## src/hw/gpr_pkg.sv

```systemverilog
// Shared constants and types for the general-purpose port with remap unit
package gpr_pkg;

  localparam int          PIN_N          = 16;
  localparam int          PORT_N         = 5;
  localparam int          SLOT_W         = 4;

  // Reset values
  localparam logic [31:0] CFG_RST        = 32'h4444_4444;
  localparam logic [15:0] OUT_RST        = 16'h0000;
  localparam logic [31:0] REMAP_RST      = 32'h0000_0000;
  localparam logic [63:0] LSS_RST        = 64'h0000_0000_0000_0000;

  // Direction/speed field codes (low two bits of a pin slot)
  localparam logic [1:0]  DIR_INPUT      = 2'h0;
  localparam logic [1:0]  DIR_OUT_10M    = 2'h1;
  localparam logic [1:0]  DIR_OUT_2M     = 2'h2;
  localparam logic [1:0]  DIR_OUT_50M    = 2'h3;

  // Function field codes (high two bits of a pin slot)
  localparam logic [1:0]  FN_ANALOG      = 2'h0;
  localparam logic [1:0]  FN_FLOAT       = 2'h1;
  localparam logic [1:0]  FN_PULLED      = 2'h2;
  localparam logic [1:0]  FN_PORT_PP     = 2'h0;
  localparam logic [1:0]  FN_PORT_OD     = 2'h1;
  localparam logic [1:0]  FN_PERIPH_PP   = 2'h2;
  localparam logic [1:0]  FN_PERIPH_OD   = 2'h3;

  // Field positions
  localparam int          DIR_LSB        = 0;
  localparam int          FN_LSB         = 2;
  localparam int          BSC_CLR_LSB    = 16;
  localparam int          FREEZE_KEY_POS = 16;
  localparam int          DBG_REL_LSB    = 24;

  // Debug pin release codes
  localparam logic [2:0]  REL_KEEP_ALL   = 3'h0;
  localparam logic [2:0]  REL_FREE_RST   = 3'h1;
  localparam logic [2:0]  REL_FREE_ALL   = 3'h4;

  // Port indices and debug pin positions
  localparam logic [2:0]  PORT_A         = 3'h0;
  localparam logic [2:0]  PORT_B         = 3'h1;
  localparam int          DBG_MODE_PIN   = 13;
  localparam int          DBG_CLK_PIN    = 14;
  localparam int          DBG_DIN_PIN    = 15;
  localparam int          DBG_DOUT_PIN   = 3;
  localparam int          DBG_RST_PIN    = 4;

  typedef enum logic [1:0] {
    FRZ_IDLE,
    FRZ_KEY1,
    FRZ_KEY0,
    FRZ_DONE
  } gpr_frz_state_t;

endpackage

```

## src/hw/gpr_freeze.sv

```systemverilog
// Configuration freeze key sequencer
`timescale 1ns/1ps
module gpr_freeze
  import gpr_pkg::*;
(
  // Clock and reset
  input  wire logic                clk_i,
  input  wire logic                srst_i,
  // Write strobe and data: bit 16 key, bits 15:0 per-pin freeze
  input  wire logic                freeze_wr_i,
  input  wire logic [16:0]         freeze_wdata_i,
  // State
  output logic      [PIN_N-1:0]    frozen_mask_o,
  output logic      [16:0]         freeze_rdata_o
);

  gpr_frz_state_t   state_reg;
  gpr_frz_state_t   state_next;
  logic [PIN_N-1:0] bits_reg;
  logic [PIN_N-1:0] bits_next;
  logic             key;
  logic             same;

  assign key  = freeze_wdata_i[FREEZE_KEY_POS];
  assign same = (freeze_wdata_i[PIN_N-1:0] == bits_reg);

  // Key must go 1, 0, 1 with identical pin bits; any slip restarts
  always_comb begin
    state_next = state_reg;
    bits_next  = bits_reg;
    if (freeze_wr_i && state_reg != FRZ_DONE) begin
      bits_next = freeze_wdata_i[PIN_N-1:0];
      case (state_reg)
        FRZ_IDLE: state_next = key ? FRZ_KEY1 : FRZ_IDLE;
        FRZ_KEY1: state_next = (!key && same) ? FRZ_KEY0 : (key ? FRZ_KEY1 : FRZ_IDLE);
        FRZ_KEY0: state_next = (key && same) ? FRZ_DONE : FRZ_IDLE;
        default:  state_next = FRZ_IDLE;
      endcase
    end
  end

  always_ff @(posedge clk_i) begin
    if (srst_i) begin
      state_reg <= FRZ_IDLE;
      bits_reg  <= '0;
    end else begin
      state_reg <= state_next;
      bits_reg  <= bits_next;
    end
  end

  // Held until reset: only srst_i leaves FRZ_DONE
  assign frozen_mask_o  = (state_reg == FRZ_DONE) ? bits_reg : '0;
  assign freeze_rdata_o = {state_reg == FRZ_DONE, bits_reg};

endmodule

```

## src/hw/gpr_port.sv

```systemverilog
// General-purpose 16-pin port with freeze, atomic set/clear and remap unit
//
// How it works
// - Each pin has eight modes chosen by function and direction fields.
// - Direction 00 is input; 01, 10, 11 are outputs of 10, 2, 50 MHz.
// - Output with function 00 is port push-pull, 01 port open-drain.
// - Output with function 10 is peripheral push-pull, 11 peripheral open-drain.
// - Input pins feed their sampled level to peripherals.
// - Reset leaves peripheral functions off and non-debug pins floating inputs without pulls.
// - Debug pins after reset: data-in, mode, reset pull up; clock down; data-out float.
// - Pin levels are sampled every clock; the input state takes a level once two successive samples agree.
// - Port-driven outputs follow the output value register.
// - A set/clear write touches only bits written as one.
// - Open-drain: zero drives low, one releases the pin.
// - Push-pull: zero drives low, one drives high.
// - Output value reads back as written; input state shows the pin.
// - Outputs have no pulls; inputs have no output driver but keep input path.
// - Analog pins: no pulls, driver or input path; state bit reads zero.
// - Peripheral outputs are driven by the peripheral, not the output register.
// - After the freeze key sequence, frozen pins ignore configuration writes till reset.
// - Remap registers let peripherals move to alternative pin locations.
// - Source select registers pick the port feeding each external line.
// - A 3-bit release field frees debug pins for general use.
// - Release 000 keeps all, 001 frees reset pin, 100 frees all; others forbidden.
// - Both configuration registers reset to floating input in every slot.
// - External line x comes from pin x of the selected port.
`timescale 1ns/1ps
module gpr_port
  import gpr_pkg::*;
#(
  parameter logic [2:0] PORT_IDX = PORT_A
)(
  // Clock and reset
  input  wire logic                    clk_i,
  input  wire logic                    srst_i,
  // Configuration writes
  input  wire logic                    cfg_low_wr_i,
  input  wire logic                    cfg_high_wr_i,
  input  wire logic [31:0]             cfg_wdata_i,
  // Output value writes
  input  wire logic                    out_wr_i,
  input  wire logic [15:0]             out_wdata_i,
  input  wire logic                    bsc_wr_i,
  input  wire logic [31:0]             bsc_wdata_i,
  input  wire logic                    bc_wr_i,
  input  wire logic [15:0]             bc_wdata_i,
  // Freeze writes
  input  wire logic                    freeze_wr_i,
  input  wire logic [16:0]             freeze_wdata_i,
  // Remap unit writes
  input  wire logic                    remap0_wr_i,
  input  wire logic                    remap1_wr_i,
  input  wire logic [31:0]             remap_wdata_i,
  input  wire logic [3:0]              lss_wr_i,
  input  wire logic [15:0]             lss_wdata_i,
  input  wire logic [PORT_N*PIN_N-1:0] other_port_level_i,
  // Pads
  input  wire logic [PIN_N-1:0]        pad_in_i,
  output logic      [PIN_N-1:0]        pad_out_o,
  output logic      [PIN_N-1:0]        pad_oe_o,
  output logic      [PIN_N-1:0]        pad_pull_up_o,
  output logic      [PIN_N-1:0]        pad_pull_dn_o,
  output logic      [PIN_N-1:0]        pad_in_en_o,
  output logic      [2*PIN_N-1:0]      pad_speed_o,
  // Peripheral side
  input  wire logic [PIN_N-1:0]        periph_out_i,
  output logic      [PIN_N-1:0]        periph_in_o,
  // Readback and status
  output logic      [31:0]             pin_config_low_o,
  output logic      [31:0]             pin_config_high_o,
  output logic      [15:0]             pin_output_value_o,
  output logic      [15:0]             pin_input_state_o,
  output logic      [16:0]             config_freeze_reg_o,
  output logic      [31:0]             remap_config_0_o,
  output logic      [31:0]             remap_config_1_o,
  output logic      [63:0]             line_source_select_o,
  output logic      [PIN_N-1:0]        ext_line_o
);

  // ****************************************************************
  // Configuration and output value registers
  // ****************************************************************
  logic [31:0]      cfg_low_reg, cfg_low_next, cfg_high_reg, cfg_high_next;
  logic [15:0]      out_reg, out_next;
  logic [PIN_N-1:0] frozen_mask;
  logic [63:0]      slot_lock;
  logic [63:0]      cfg_all;

  for (genvar p = 0; p < PIN_N; p++) begin : g_lockx
    assign slot_lock[4*p +: 4] = {4{frozen_mask[p]}};
  end

  always_comb begin
    // Frozen slots keep their old value whatever is written
    cfg_low_next  = cfg_low_reg;
    cfg_high_next = cfg_high_reg;
    if (cfg_low_wr_i) begin
      cfg_low_next = (cfg_low_reg & slot_lock[31:0])
                   | (cfg_wdata_i & ~slot_lock[31:0]);
    end
    if (cfg_high_wr_i) begin
      cfg_high_next = (cfg_high_reg & slot_lock[63:32])
                    | (cfg_wdata_i & ~slot_lock[63:32]);
    end
  end

  always_comb begin
    // Set wins over clear within one set/clear write
    out_next = out_reg;
    if (out_wr_i) begin
      out_next = out_wdata_i;
    end
    if (bsc_wr_i) begin
      out_next = (out_next & ~bsc_wdata_i[BSC_CLR_LSB +: 16]) | bsc_wdata_i[15:0];
    end
    if (bc_wr_i) begin
      out_next = out_next & ~bc_wdata_i;
    end
  end

  always_ff @(posedge clk_i) begin
    if (srst_i) begin
      cfg_low_reg  <= CFG_RST;
      cfg_high_reg <= CFG_RST;
      out_reg      <= OUT_RST;
    end else begin
      cfg_low_reg  <= cfg_low_next;
      cfg_high_reg <= cfg_high_next;
      out_reg      <= out_next;
    end
  end

  assign cfg_all = {cfg_high_reg, cfg_low_reg};

  gpr_freeze u_freeze (
    .clk_i          (clk_i),
    .srst_i         (srst_i),
    .freeze_wr_i    (freeze_wr_i),
    .freeze_wdata_i (freeze_wdata_i),
    .frozen_mask_o  (frozen_mask),
    .freeze_rdata_o (config_freeze_reg_o)
  );

  // ****************************************************************
  // Pin sampling
  // ****************************************************************
  logic [PIN_N-1:0] s1_reg, s2_reg, s3_reg, lvl_reg;
  logic [PIN_N-1:0] s1_next, s2_next, s3_next, lvl_next;
  logic [PIN_N-1:0] agree;

  always_comb begin
    s1_next  = pad_in_i;
    s2_next  = s1_reg;
    s3_next  = s2_reg;
    agree    = ~(s2_reg ^ s3_reg);
    lvl_next = (lvl_reg & ~agree) | (s3_reg & agree);
  end

  always_ff @(posedge clk_i) begin
    if (srst_i) begin
      s1_reg  <= '0;
      s2_reg  <= '0;
      s3_reg  <= '0;
      lvl_reg <= '0;
    end else begin
      s1_reg  <= s1_next;
      s2_reg  <= s2_next;
      s3_reg  <= s3_next;
      lvl_reg <= lvl_next;
    end
  end

  // ****************************************************************
  // Debug pin ownership
  // ****************************************************************
  logic [2:0]       dbg_rel;
  logic [PIN_N-1:0] dbg_own, dbg_pu, dbg_pd;

  assign dbg_rel = remap_config_0_o[DBG_REL_LSB +: 3];

  always_comb begin
    // Forbidden release codes behave like keep-all, the safe choice
    dbg_own = '0;
    dbg_pu  = '0;
    dbg_pd  = '0;
    if (PORT_IDX == PORT_A && dbg_rel != REL_FREE_ALL) begin
      dbg_own[DBG_MODE_PIN] = 1'b1;
      dbg_own[DBG_CLK_PIN]  = 1'b1;
      dbg_own[DBG_DIN_PIN]  = 1'b1;
      dbg_pu[DBG_MODE_PIN]  = 1'b1;
      dbg_pd[DBG_CLK_PIN]   = 1'b1;
      dbg_pu[DBG_DIN_PIN]   = 1'b1;
    end else if (PORT_IDX == PORT_B && dbg_rel != REL_FREE_ALL) begin
      dbg_own[DBG_DOUT_PIN] = 1'b1;
      dbg_own[DBG_RST_PIN]  = (dbg_rel != REL_FREE_RST);
      dbg_pu[DBG_RST_PIN]   = (dbg_rel != REL_FREE_RST);
    end
  end

  // ****************************************************************
  // Per-pin mode decode and pad drive
  // ****************************************************************
  logic [PIN_N-1:0] is_out, is_analog, is_pulled, is_periph, is_od, drv;

  for (genvar p = 0; p < PIN_N; p++) begin : g_pin
    logic [1:0] dir, fn;
    assign dir          = cfg_all[4*p + DIR_LSB +: 2];
    assign fn           = cfg_all[4*p + FN_LSB +: 2];
    assign is_out[p]    = (dir != DIR_INPUT);
    assign is_analog[p] = !is_out[p] && fn == FN_ANALOG;
    assign is_pulled[p] = !is_out[p] && fn == FN_PULLED;
    assign is_periph[p] = is_out[p] && (fn == FN_PERIPH_PP || fn == FN_PERIPH_OD);
    assign is_od[p]     = is_out[p] && (fn == FN_PORT_OD || fn == FN_PERIPH_OD);
    assign drv[p]       = is_periph[p] ? periph_out_i[p] : out_reg[p];

    // Open-drain never drives high; a one only releases the pad
    assign pad_oe_o[p]      = !dbg_own[p] && is_out[p]
                              && !(is_od[p] && drv[p]);
    assign pad_out_o[p]     = drv[p] && !is_od[p];
    assign pad_pull_up_o[p] = dbg_own[p] ? dbg_pu[p] : (is_pulled[p] && out_reg[p]);
    assign pad_pull_dn_o[p] = dbg_own[p] ? dbg_pd[p] : (is_pulled[p] && !out_reg[p]);
    assign pad_in_en_o[p]   = dbg_own[p] || !is_analog[p];
    assign pad_speed_o[2*p +: 2] = dir;
  end

  assign pin_input_state_o  = lvl_reg & ~is_analog;
  // External line use needs input mode; software keeps pins there
  assign periph_in_o        = lvl_reg & ~is_out & ~is_analog & ~dbg_own;
  assign pin_output_value_o = out_reg;
  assign pin_config_low_o   = cfg_low_reg;
  assign pin_config_high_o  = cfg_high_reg;

  // ****************************************************************
  // Remap unit
  // ****************************************************************
  logic [PORT_N*PIN_N-1:0] all_levels;

  always_comb begin
    all_levels = other_port_level_i;
    all_levels[PIN_N*PORT_IDX +: PIN_N] = pin_input_state_o;
  end

  gpr_remap u_remap (
    .clk_i                (clk_i),
    .srst_i               (srst_i),
    .remap0_wr_i          (remap0_wr_i),
    .remap1_wr_i          (remap1_wr_i),
    .remap_wdata_i        (remap_wdata_i),
    .lss_wr_i             (lss_wr_i),
    .lss_wdata_i          (lss_wdata_i),
    .port_level_i         (all_levels),
    .remap_config_0_o     (remap_config_0_o),
    .remap_config_1_o     (remap_config_1_o),
    .line_source_select_o (line_source_select_o),
    .ext_line_o           (ext_line_o)
  );
endmodule

```

## src/hw/gpr_remap.sv

```systemverilog
// Remap unit: remap configuration and external line source selection
`timescale 1ns/1ps
module gpr_remap
  import gpr_pkg::*;
(
  // Clock and reset
  input  wire logic                  clk_i,
  input  wire logic                  srst_i,
  // Register writes
  input  wire logic                  remap0_wr_i,
  input  wire logic                  remap1_wr_i,
  input  wire logic [31:0]           remap_wdata_i,
  input  wire logic [3:0]            lss_wr_i,
  input  wire logic [15:0]           lss_wdata_i,
  // Sampled levels of all ports, port k at bits 16k+15:16k
  input  wire logic [PORT_N*PIN_N-1:0] port_level_i,
  // Results
  output logic      [31:0]           remap_config_0_o,
  output logic      [31:0]           remap_config_1_o,
  output logic      [63:0]           line_source_select_o,
  output logic      [PIN_N-1:0]      ext_line_o
);

  logic [31:0] r0_reg, r0_next, r1_reg, r1_next;
  logic [63:0] lss_reg, lss_next;

  always_comb begin
    r0_next  = remap0_wr_i ? remap_wdata_i : r0_reg;
    r1_next  = remap1_wr_i ? remap_wdata_i : r1_reg;
    lss_next = lss_reg;
    for (int k = 0; k < 4; k++) begin
      if (lss_wr_i[k]) begin
        lss_next[16*k +: 16] = lss_wdata_i;
      end
    end
  end

  always_ff @(posedge clk_i) begin
    if (srst_i) begin
      r0_reg  <= REMAP_RST;
      r1_reg  <= REMAP_RST;
      lss_reg <= LSS_RST;
    end else begin
      r0_reg  <= r0_next;
      r1_reg  <= r1_next;
      lss_reg <= lss_next;
    end
  end

  // Line x takes pin x of the selected port; codes past the last port read 0
  for (genvar x = 0; x < PIN_N; x++) begin : g_line
    logic [3:0] sel;
    assign sel = lss_reg[4*x +: 4];
    assign ext_line_o[x] = (sel < 4'(PORT_N)) ? port_level_i[PIN_N*sel + x]
                                              : 1'b0;
  end

  // Peripheral location tables live in each peripheral; they read these words
  assign remap_config_0_o     = r0_reg;
  assign remap_config_1_o     = r1_reg;
  assign line_source_select_o = lss_reg;

endmodule

```

## config.mk

```make
export PLATFORM = sky130hd
export DESIGN_NAME = gpr_port
export DESIGN_NICKNAME = d
export VERILOG_FILES = /design/src/hw/gpr_pkg.sv /design/src/hw/gpr_freeze.sv /design/src/hw/gpr_port.sv /design/src/hw/gpr_remap.sv
export SDC_FILE = /design/constraint.sdc
export NUM_CORES = 1
export LEC_CHECK = 0
export BUFFER_PORTS_ARGS = -buffer_cell sky130_fd_sc_hd__buf_2
export CAP_MARGIN = 0
export CORE_AREA = 2 2 259 261
export DETAILED_ROUTE_END_ITERATION = 8
export DIE_AREA = 0 0 261 263
export PLACE_DENSITY = 0.39
export RECOVER_POWER = 100
export SLEW_MARGIN = 10
export SYNTH_ARGS = -nofsm -noshare
export SYNTH_HDL_FRONTEND = slang
export SYNTH_SLANG_ARGS = --single-unit
```

## constraint.sdc

```tcl
create_clock -name clk_i -period 3.3 [get_ports clk_i]
set_input_delay 0.495 -clock clk_i [delete_from_list [all_inputs] [get_ports clk_i]]
set_output_delay 0.495 -clock clk_i [all_outputs]
set_load 0.01 [all_outputs]
```

### Yosys cells after proc, flatten, opt, wreduce, memory -nomap -nowiden

Cells that the tools add are included.

* bits in registers: 290
* latch bits: 0
* memory bits (writable): 0
* ROM bits: 0
* memories kept: 0

* add/subtract/negate cells: 15
* multipliers: 0
* divide/modulo/power cells: 0
* $lt $le $gt $ge: 32
* equal/unequal tests: 54
* shifts and indexed selects: 0
* mux-type cells: 80
* bitwise gates (word level): 26
* reduce and logical (&&, ||, !) cells: 302

Operators by type and width (number)
* $lt A32 B8 Y1 const B: 15
* $logic_and A1 B1 Y1: 150
* $and A16 B16 Y16: 8
* $and A32 B32 Y32: 4
* $not A16 Y16: 7
* $bmux W1 S7: 15
* $logic_not A1 Y1: 84
* $add A8 B4 Y9 const B: 8
* $eq A2 B2 Y1 const B: 34
* $lt A4 B3 Y1 const B: 16
* $mux W16: 4
* $not A32 Y32: 2
* $or A32 B32 Y32: 2
* $mux W1: 56
* $add A8 B3 Y9 const B: 4
* $logic_or A1 B1 Y1: 35
* $eq A2 B1 Y1 const B: 17
* $logic_not A2 Y1: 17
* $or A16 B16 Y16: 2
* $reduce_bool A2 Y1: 16
* $add A8 B2 Y9 const B: 2
* $eq A16 B16 Y1: 1
* $xor A16 B16 Y16: 1
* $add A8 B1 Y9 const B: 1
* other kinds (7): 8

### Longest topological paths before layout

Gate-level depths: netlist of run 1.

* depth in word-level cells: 8
* depth in mapped cells: 6

### Modules after synthesis

Synthesis of run 1 repeated with hierarchy kept, for this count alone.

* cells, all modules: 1455
* area total of the unflattened synthesis: 13267.7 um^2

Modules (own cells, without submodules)
* gpr_port: times used 1, cells an instance 771, area an instance 6832.8 um^2, sequential area each 2882.8 um^2
* gpr_remap: times used 1, cells an instance 558, area an instance 5447.7 um^2, sequential area each 2562.5 um^2
* gpr_freeze: times used 1, cells an instance 126, area an instance 987.2 um^2, sequential area each 360.3 um^2

### Worst setup path after synthesis of run 1

Ideal clock, no wire load.

* kind: register to output
* start point: register (tool-made name)
* end point: output port ext_line_o[0]
* arrival: 1.361 ns
* required time: 2.805 ns
* path slack: 1.444 ns
* cell stages (with the launch flop): 5
* cell sequence: dfxtp_1 or4_1 nand2_1 or4_1 a21oi_1

RTL lines
* end: declaration: line gpr_port.sv:77 `output logic [PIN_N-1:0] ext_line_o`

==> out/summary.txt, run 1 <==
Status -> finished, violations left
Violations in the final reports -> capacitance limit, slew limit
Post-Route WL -> 61200 µm
R2r startpoint -> u_freeze.state_reg[0]
Worst vdd ir -> 0.307 mV
Yosys warns -> 0
Routed met3 length -> 4900 µm
R2r endpoint -> u_freeze.bits_reg[7]
WHS Endpoint -> pin_output_value_o[11]
Synth Area per Inst -> 8.54 µm²
Post-CTS Setup Bufs -> 0
Die X -> 261 µm
GRT Overall Usage -> 16.8%
Clk_lat worst skew -> 0.54 ns
DIE AREA -> 68600 µm²
WL/cell -> 20.3 µm
Nets -> 2401
CTS max path bufs -> 3
Final hold violations -> 0
Crit Path Class -> flop to primary output
Vias per cell -> 4.40
Post-synth ARST share -> 0%
Commonest non-fill, non-tap cells in the layout -> 386 x clkbuf_1, 290 x dfxtp_1, 289 x buf_2
Period minus WS final -> 3.02 ns
Slew Viols, Final -> 90
Slew at the pin closest to its max-slew limit -> 1.88 ns
Crit Path Max Fanout -> 7
Max Used Layer -> met5
Proportion of layout cells with a drive suffix above 1 -> 17.7%
FF+latch count, synth -> 290
Root buffer cell -> clkbuf_16
Vias in the first global route -> 12.8k
Residual DRC -> 0
Die Y -> 263 µm
Ports -> 672
Flop-to-flop setup slack -> 1.18 ns
Post-CTS Hold Fix Bufs -> 0
H-Tree Depth -> 2
Cell Pwr Density -> 530 nW/µm²
CP Capture Type -> primary output
Clock slew at the register clock pins of the worst setup and hold paths -> 0.06 ns
Post-DP HPWL -> 49000 µm
Worst path buffer plus inverter count -> 1
First-pass GRT wire length -> 85700 µm
FMAX -> 331 MHz
Worst Path Arrival -> 2.53 ns
Setup TNS -> 0 ns
Layout fillers -> 7393
Final Cycle Share -> 91.6%
Syn_nets -> 1789
Syn Inst Count -> 1502
Initial core utilization -> 19.5%
Final Setup Violations -> 0
Most used flip-flop cell after synthesis -> dfxtp_1
Pre-antenna DRT Iters -> 5
GPL Wtd Cong -> 0.878
Port bufs -> 655
Tot Pwr -> 0.00926 W
Hold_sp -> bc_wdata_i[11]
Wire length on met1 -> 24900 µm
Layout area overhead -> 36.1%
Post-synth cell types -> 39
Worst reg-to-reg path cell count -> 4
Via total after detailed routing -> 13.2k
CP cell instances -> or4_1 -> nand2_1 -> or4_1 -> a21oi_1 -> clkbuf_1
CTS Sinks -> 290
Setup Skew -> 0.0125 ns
Leakage power -> 7.51 nW
Grt ovf -> 0
CP max stage cell -> or4_1
CTS buffer count -> 38
Startpoint types -> flop
Post-route antenna net violation count -> 0
Pin count of the biggest net entering global routing -> 90
Max-cap viol count -> 1
Initial detailed-routing violation count -> 529
Hold path depth -> 2
Crit path max-delay family -> simple AND/OR/NAND/NOR gates
Most common cell after layout, fill and taps aside -> clkbuf_1
TritonCTS clock tree -> yes
Post-CTS Resized -> 0
Class of the worst hold path -> input port to flop
Synth Cell Area -> 12800 µm²
Worst EP required -> 2.80 ns
Core area -> 65600 µm²
DR WL met2 -> 29600 µm
RSZ-0062 raised after global routing -> no
Most used cell, CP -> or4_1
Final Hold Slack -> 0.142 ns
Max stage delay on crit path -> 0.50 ns
FP Rows -> 94
Seq/Total Area, Yosys -> 45.3%
Slew HR -> -25.3%
Post-synth EDFFs -> 0
Initial antenna violation count -> 13
[where the power goes]
part	internal (W)	leakage [nW]	switching, W
logic	0.000486	4.52	0.000728
registers	0.00369	2.39	0.000254
clock network	0.00250	0.606	0.00159
[final cells by class]
class                   count  area (µm²)  share of cell area (%)
multi-input cells        1093        6340                    36.3
flip-flops and latches    290        5810                    33.3
repair buffers            675        2920                    16.8
clock buffers              56        1120                    6.42
well taps                 864        1080                    6.19
clock inverters            11         118                   0.674
inverters                  16        60.1                   0.344
diodes                      1        2.50                  0.0143
[worst reg2reg max path, stage by stage, from the launching register on]
cell	delay, ns
dfxtp_1	0.85
nand2_1	0.22
and2_0	0.56
nand2_1	0.21
a21oi_1	0.08
[per-layer routing]
metal  up-vias  global-route usage (%)
met4        10                    5.13
met1      6204                    19.7
met2       528                    29.5
met3        94                    4.82
li1       6405                       -
met5         -                       0
[worst max path at each step]
stage               startpoint        endpoint  slack [ns]  cells past startpoint
CTS                       flop   ext_line_o[7]        0.23                      5
finish                    flop  ext_line_o[11]        0.28                      5
detailed placement        flop   ext_line_o[7]        0.83                      5
global route              flop   ext_line_o[4]        0.09                      6
floorplan                 flop   ext_line_o[0]        1.44                      4
global placement          flop   ext_line_o[7]        0.86                      5
[kinds of logic (layout without fill, tap and decap cells)]
kind of cell,count (synthesis),in the layout,share of synthesized area (%)
compound gates,248,248,11.4
xor+xnor,16,16,1.09
buf+inv,119,758,4.81
flops,290,290,45.3
mux,161,161,12.6
other cells,0,1,0
simple gates,668,668,24.8
[synthesized netlist by cell type (2+ instances only)]
library cell,count,area share (%)
nand3b_1,39,2.3
clkbuf_1,35,1.0
xor2_1,16,1.1
a211oi_1,19,1.1
inv_1,16,0.47
or3_1,5,0.24
buf_1,2,0.059
o21ai_0,19,0.74
nor2_1,183,5.4
nor2b_1,48,2.3
o41ai_2,4,0.51
a21o_1,16,0.94
nand2b_1,29,1.4
or2_2,16,0.78
a21oi_1,177,6.9
mux2i_1,161,13
buf_4,35,2.0
buf_2,31,1.2
a31o_2,2,0.14
nand2_1,187,5.5
or4_1,18,1.1
and3_1,13,0.63
nor3_1,35,1.4
and2_1,2,0.098
a2111oi_2,5,0.59
dfxtp_1,290,45
nor4_1,7,0.34
nand3_1,81,3.2
[metrics by stage]
| step | cell area (µm²) | instances | util, % | setup slack, ns |
|---|---|---|---|---|
| 2_1_floorplan | 12800 | 1502 | - | 1.44 |
| 3_3_place_gp | 16800 | 2938 | 25.6 | 0.860 |
| 3_5_place_dp | 16800 | 2938 | 25.6 | 0.829 |
| 4_1_cts | 18100 | 3005 | 27.5 | 0.226 |
| 5_1_grt | 17500 | 3006 | 26.6 | 0.0900 |
| 6_report | 17500 | 3006 | 26.6 | 0.276 |
No activity file was read; power rests on OpenSTA's default activity.
==> run 2: changes to the inputs <==
==> constraint.sdc (replaced) <==
create_clock -name clk_i -period 3.2 [get_ports clk_i]
set_input_delay 0.48 -clock clk_i [delete_from_list [all_inputs] [get_ports clk_i]]
set_output_delay 0.48 -clock clk_i [all_outputs]
set_load 0.01 [all_outputs]
==> out/summary.txt, run 2 (same netlist as run 1, synthesis figures left out) <==
Status -> finished, violations left
Violations in the final reports -> capacitance limit, slew limit
Most common cell after layout, fill and taps aside -> clkbuf_1
CTS Sinks -> 290
Ports -> 672
FMAX -> 338 MHz
Slew at the pin closest to its max-slew limit -> 1.83 ns
Startpoint types -> flop
Core area -> 65600 µm²
Clk_lat worst skew -> 0.54 ns
Grt ovf -> 0
Final Cycle Share -> 92.3%
Post-route antenna net violation count -> 0
Proportion of layout cells with a drive suffix above 1 -> 17.8%
Post-Route WL -> 61000 µm
Worst Path Arrival -> 2.47 ns
First-pass GRT wire length -> 86300 µm
Worst EP required -> 2.72 ns
Period minus WS final -> 2.95 ns
Clock Power Share -> 43.9%
TritonCTS clock tree -> yes
Die X -> 261 µm
P_int -> 0.00685 W
Setup Skew -> 0.00759 ns
CTS buffer count -> 38
Tot Pwr -> 0.00949 W
Nets -> 2404
Worst reg-to-reg path cell count -> 4
Logic pwr share -> 13.2%
FP Rows -> 94
GPL Wtd Cong -> 0.881
Clock slew at the register clock pins of the worst setup and hold paths -> 0.05 ns
Crit Path Max Fanout -> 7
Initial antenna violation count -> 13
Final hold violations -> 0
Port bufs -> 655
Hold path depth -> 2
Root buffer cell -> clkbuf_16
Net Sw Power -> 0.00264 W
Crit Path Class -> flop to primary output
Pin count of the biggest net entering global routing -> 86
Setup TNS -> 0 ns
Initial core utilization -> 19.5%
WL/cell -> 20.3 µm
RSZ-0062 raised after global routing -> no
CTS max path bufs -> 3
Slew Viols, Final -> 86
Initial detailed-routing violation count -> 572
Post-CTS Resized -> 0
Design area -> 17500 µm²
DIE AREA -> 68600 µm²
Vias in the first global route -> 12.9k
Pre-antenna DRT Iters -> 5
Post-DP HPWL -> 49200 µm
Worst vdd ir -> 0.316 mV
GRT Overall Usage -> 16.9%
Via total after detailed routing -> 13.3k
Final Setup Violations -> 0
Post-CTS Hold Fix Bufs -> 0
Die Y -> 263 µm
Switching share of total power -> 27.8%
Layout area overhead -> 36.4%
Post-CTS Setup Bufs -> 0
Final Core Density -> 26.7%
CP Capture Type -> primary output
Cell Pwr Density -> 543 nW/µm²
Leakage power -> 7.53 nW
Vias per cell -> 4.41
Class of the worst hold path -> input port to flop
Slew HR -> -22.0%
H-Tree Depth -> 2
Residual DRC -> 0
Seq pwr share -> 42.9%
Post-Place Cell Area -> 16800 µm²
Max-cap viol count -> 1
Commonest non-fill, non-tap cells in the layout -> 385 x clkbuf_1, 291 x buf_2, 290 x dfxtp_1
## run 2: worst max-delay path, stage by stage (launching register included)
cell,delay [ns]
dfxtp_1,0.45
or4_1,0.18
nand2_1,0.28
or4_1,0.49
a21oi_1,0.32
clkbuf_1,0.20
## run 2: worst paths after layout
kind	from	endpoint	slack, ns
max	flop	ext_line_o[11]	0.25
min	bc_wdata_i[11]	pin_output_value_o[11]	0.13
max reg2reg	u_freeze.state_reg[0]	u_freeze.bits_reg[15]	1.24
min reg2reg	s1_reg[2]	s2_reg[2]	0.43
## run 2: metrics by stage
step                      setup WS [ns]  std cells  hold WS [ns]
after global placement            0.825       2941         0.415
after floorplan                    1.36       1502         0.414
final                             0.245       3010         0.125
after detailed placement          0.787       2941         0.424
after CTS                         0.185       3003        0.0829
after global routing             0.0703       3008        0.0958
## run 2: per-layer routing
| metal | GRT usage [%] | wire (µm) | up-vias |
|---|---|---|---|
| met3 | 4.73 | 4680 | 93 |
| met4 | 6.17 | 2130 | 8 |
| met2 | 29.1 | 29100 | 514 |
| li1 | - | - | 6400 |
| met1 | 19.8 | 25000 | 6246 |
| met5 | 0 | 48 | - |
## run 2: power groups by stage
stage / Clock, W / Combinational [W] / Sequential [W]
global placement: 0 / 0.00133 / 0.00414
detailed placement: 0 / 0.00134 / 0.00415
global route: 0.00447 / 0.00138 / 0.00411
finish: 0.00417 / 0.00125 / 0.00407
floorplan: 0 / 0.000636 / 0.00413
CTS: 0.00434 / 0.00134 / 0.00407
## run 2: layout make-up
type | instances | area, µm²
multi-input combinational | 1093 | 6380
inverter | 16 | 60.1
sequential | 290 | 5810
fill | 7412 | 48100
timing repair buffer | 678 | 2950
clock inverter | 7 | 92.6
clock buffer | 55 | 1110
tap | 864 | 1080
antenna | 7 | 17.5
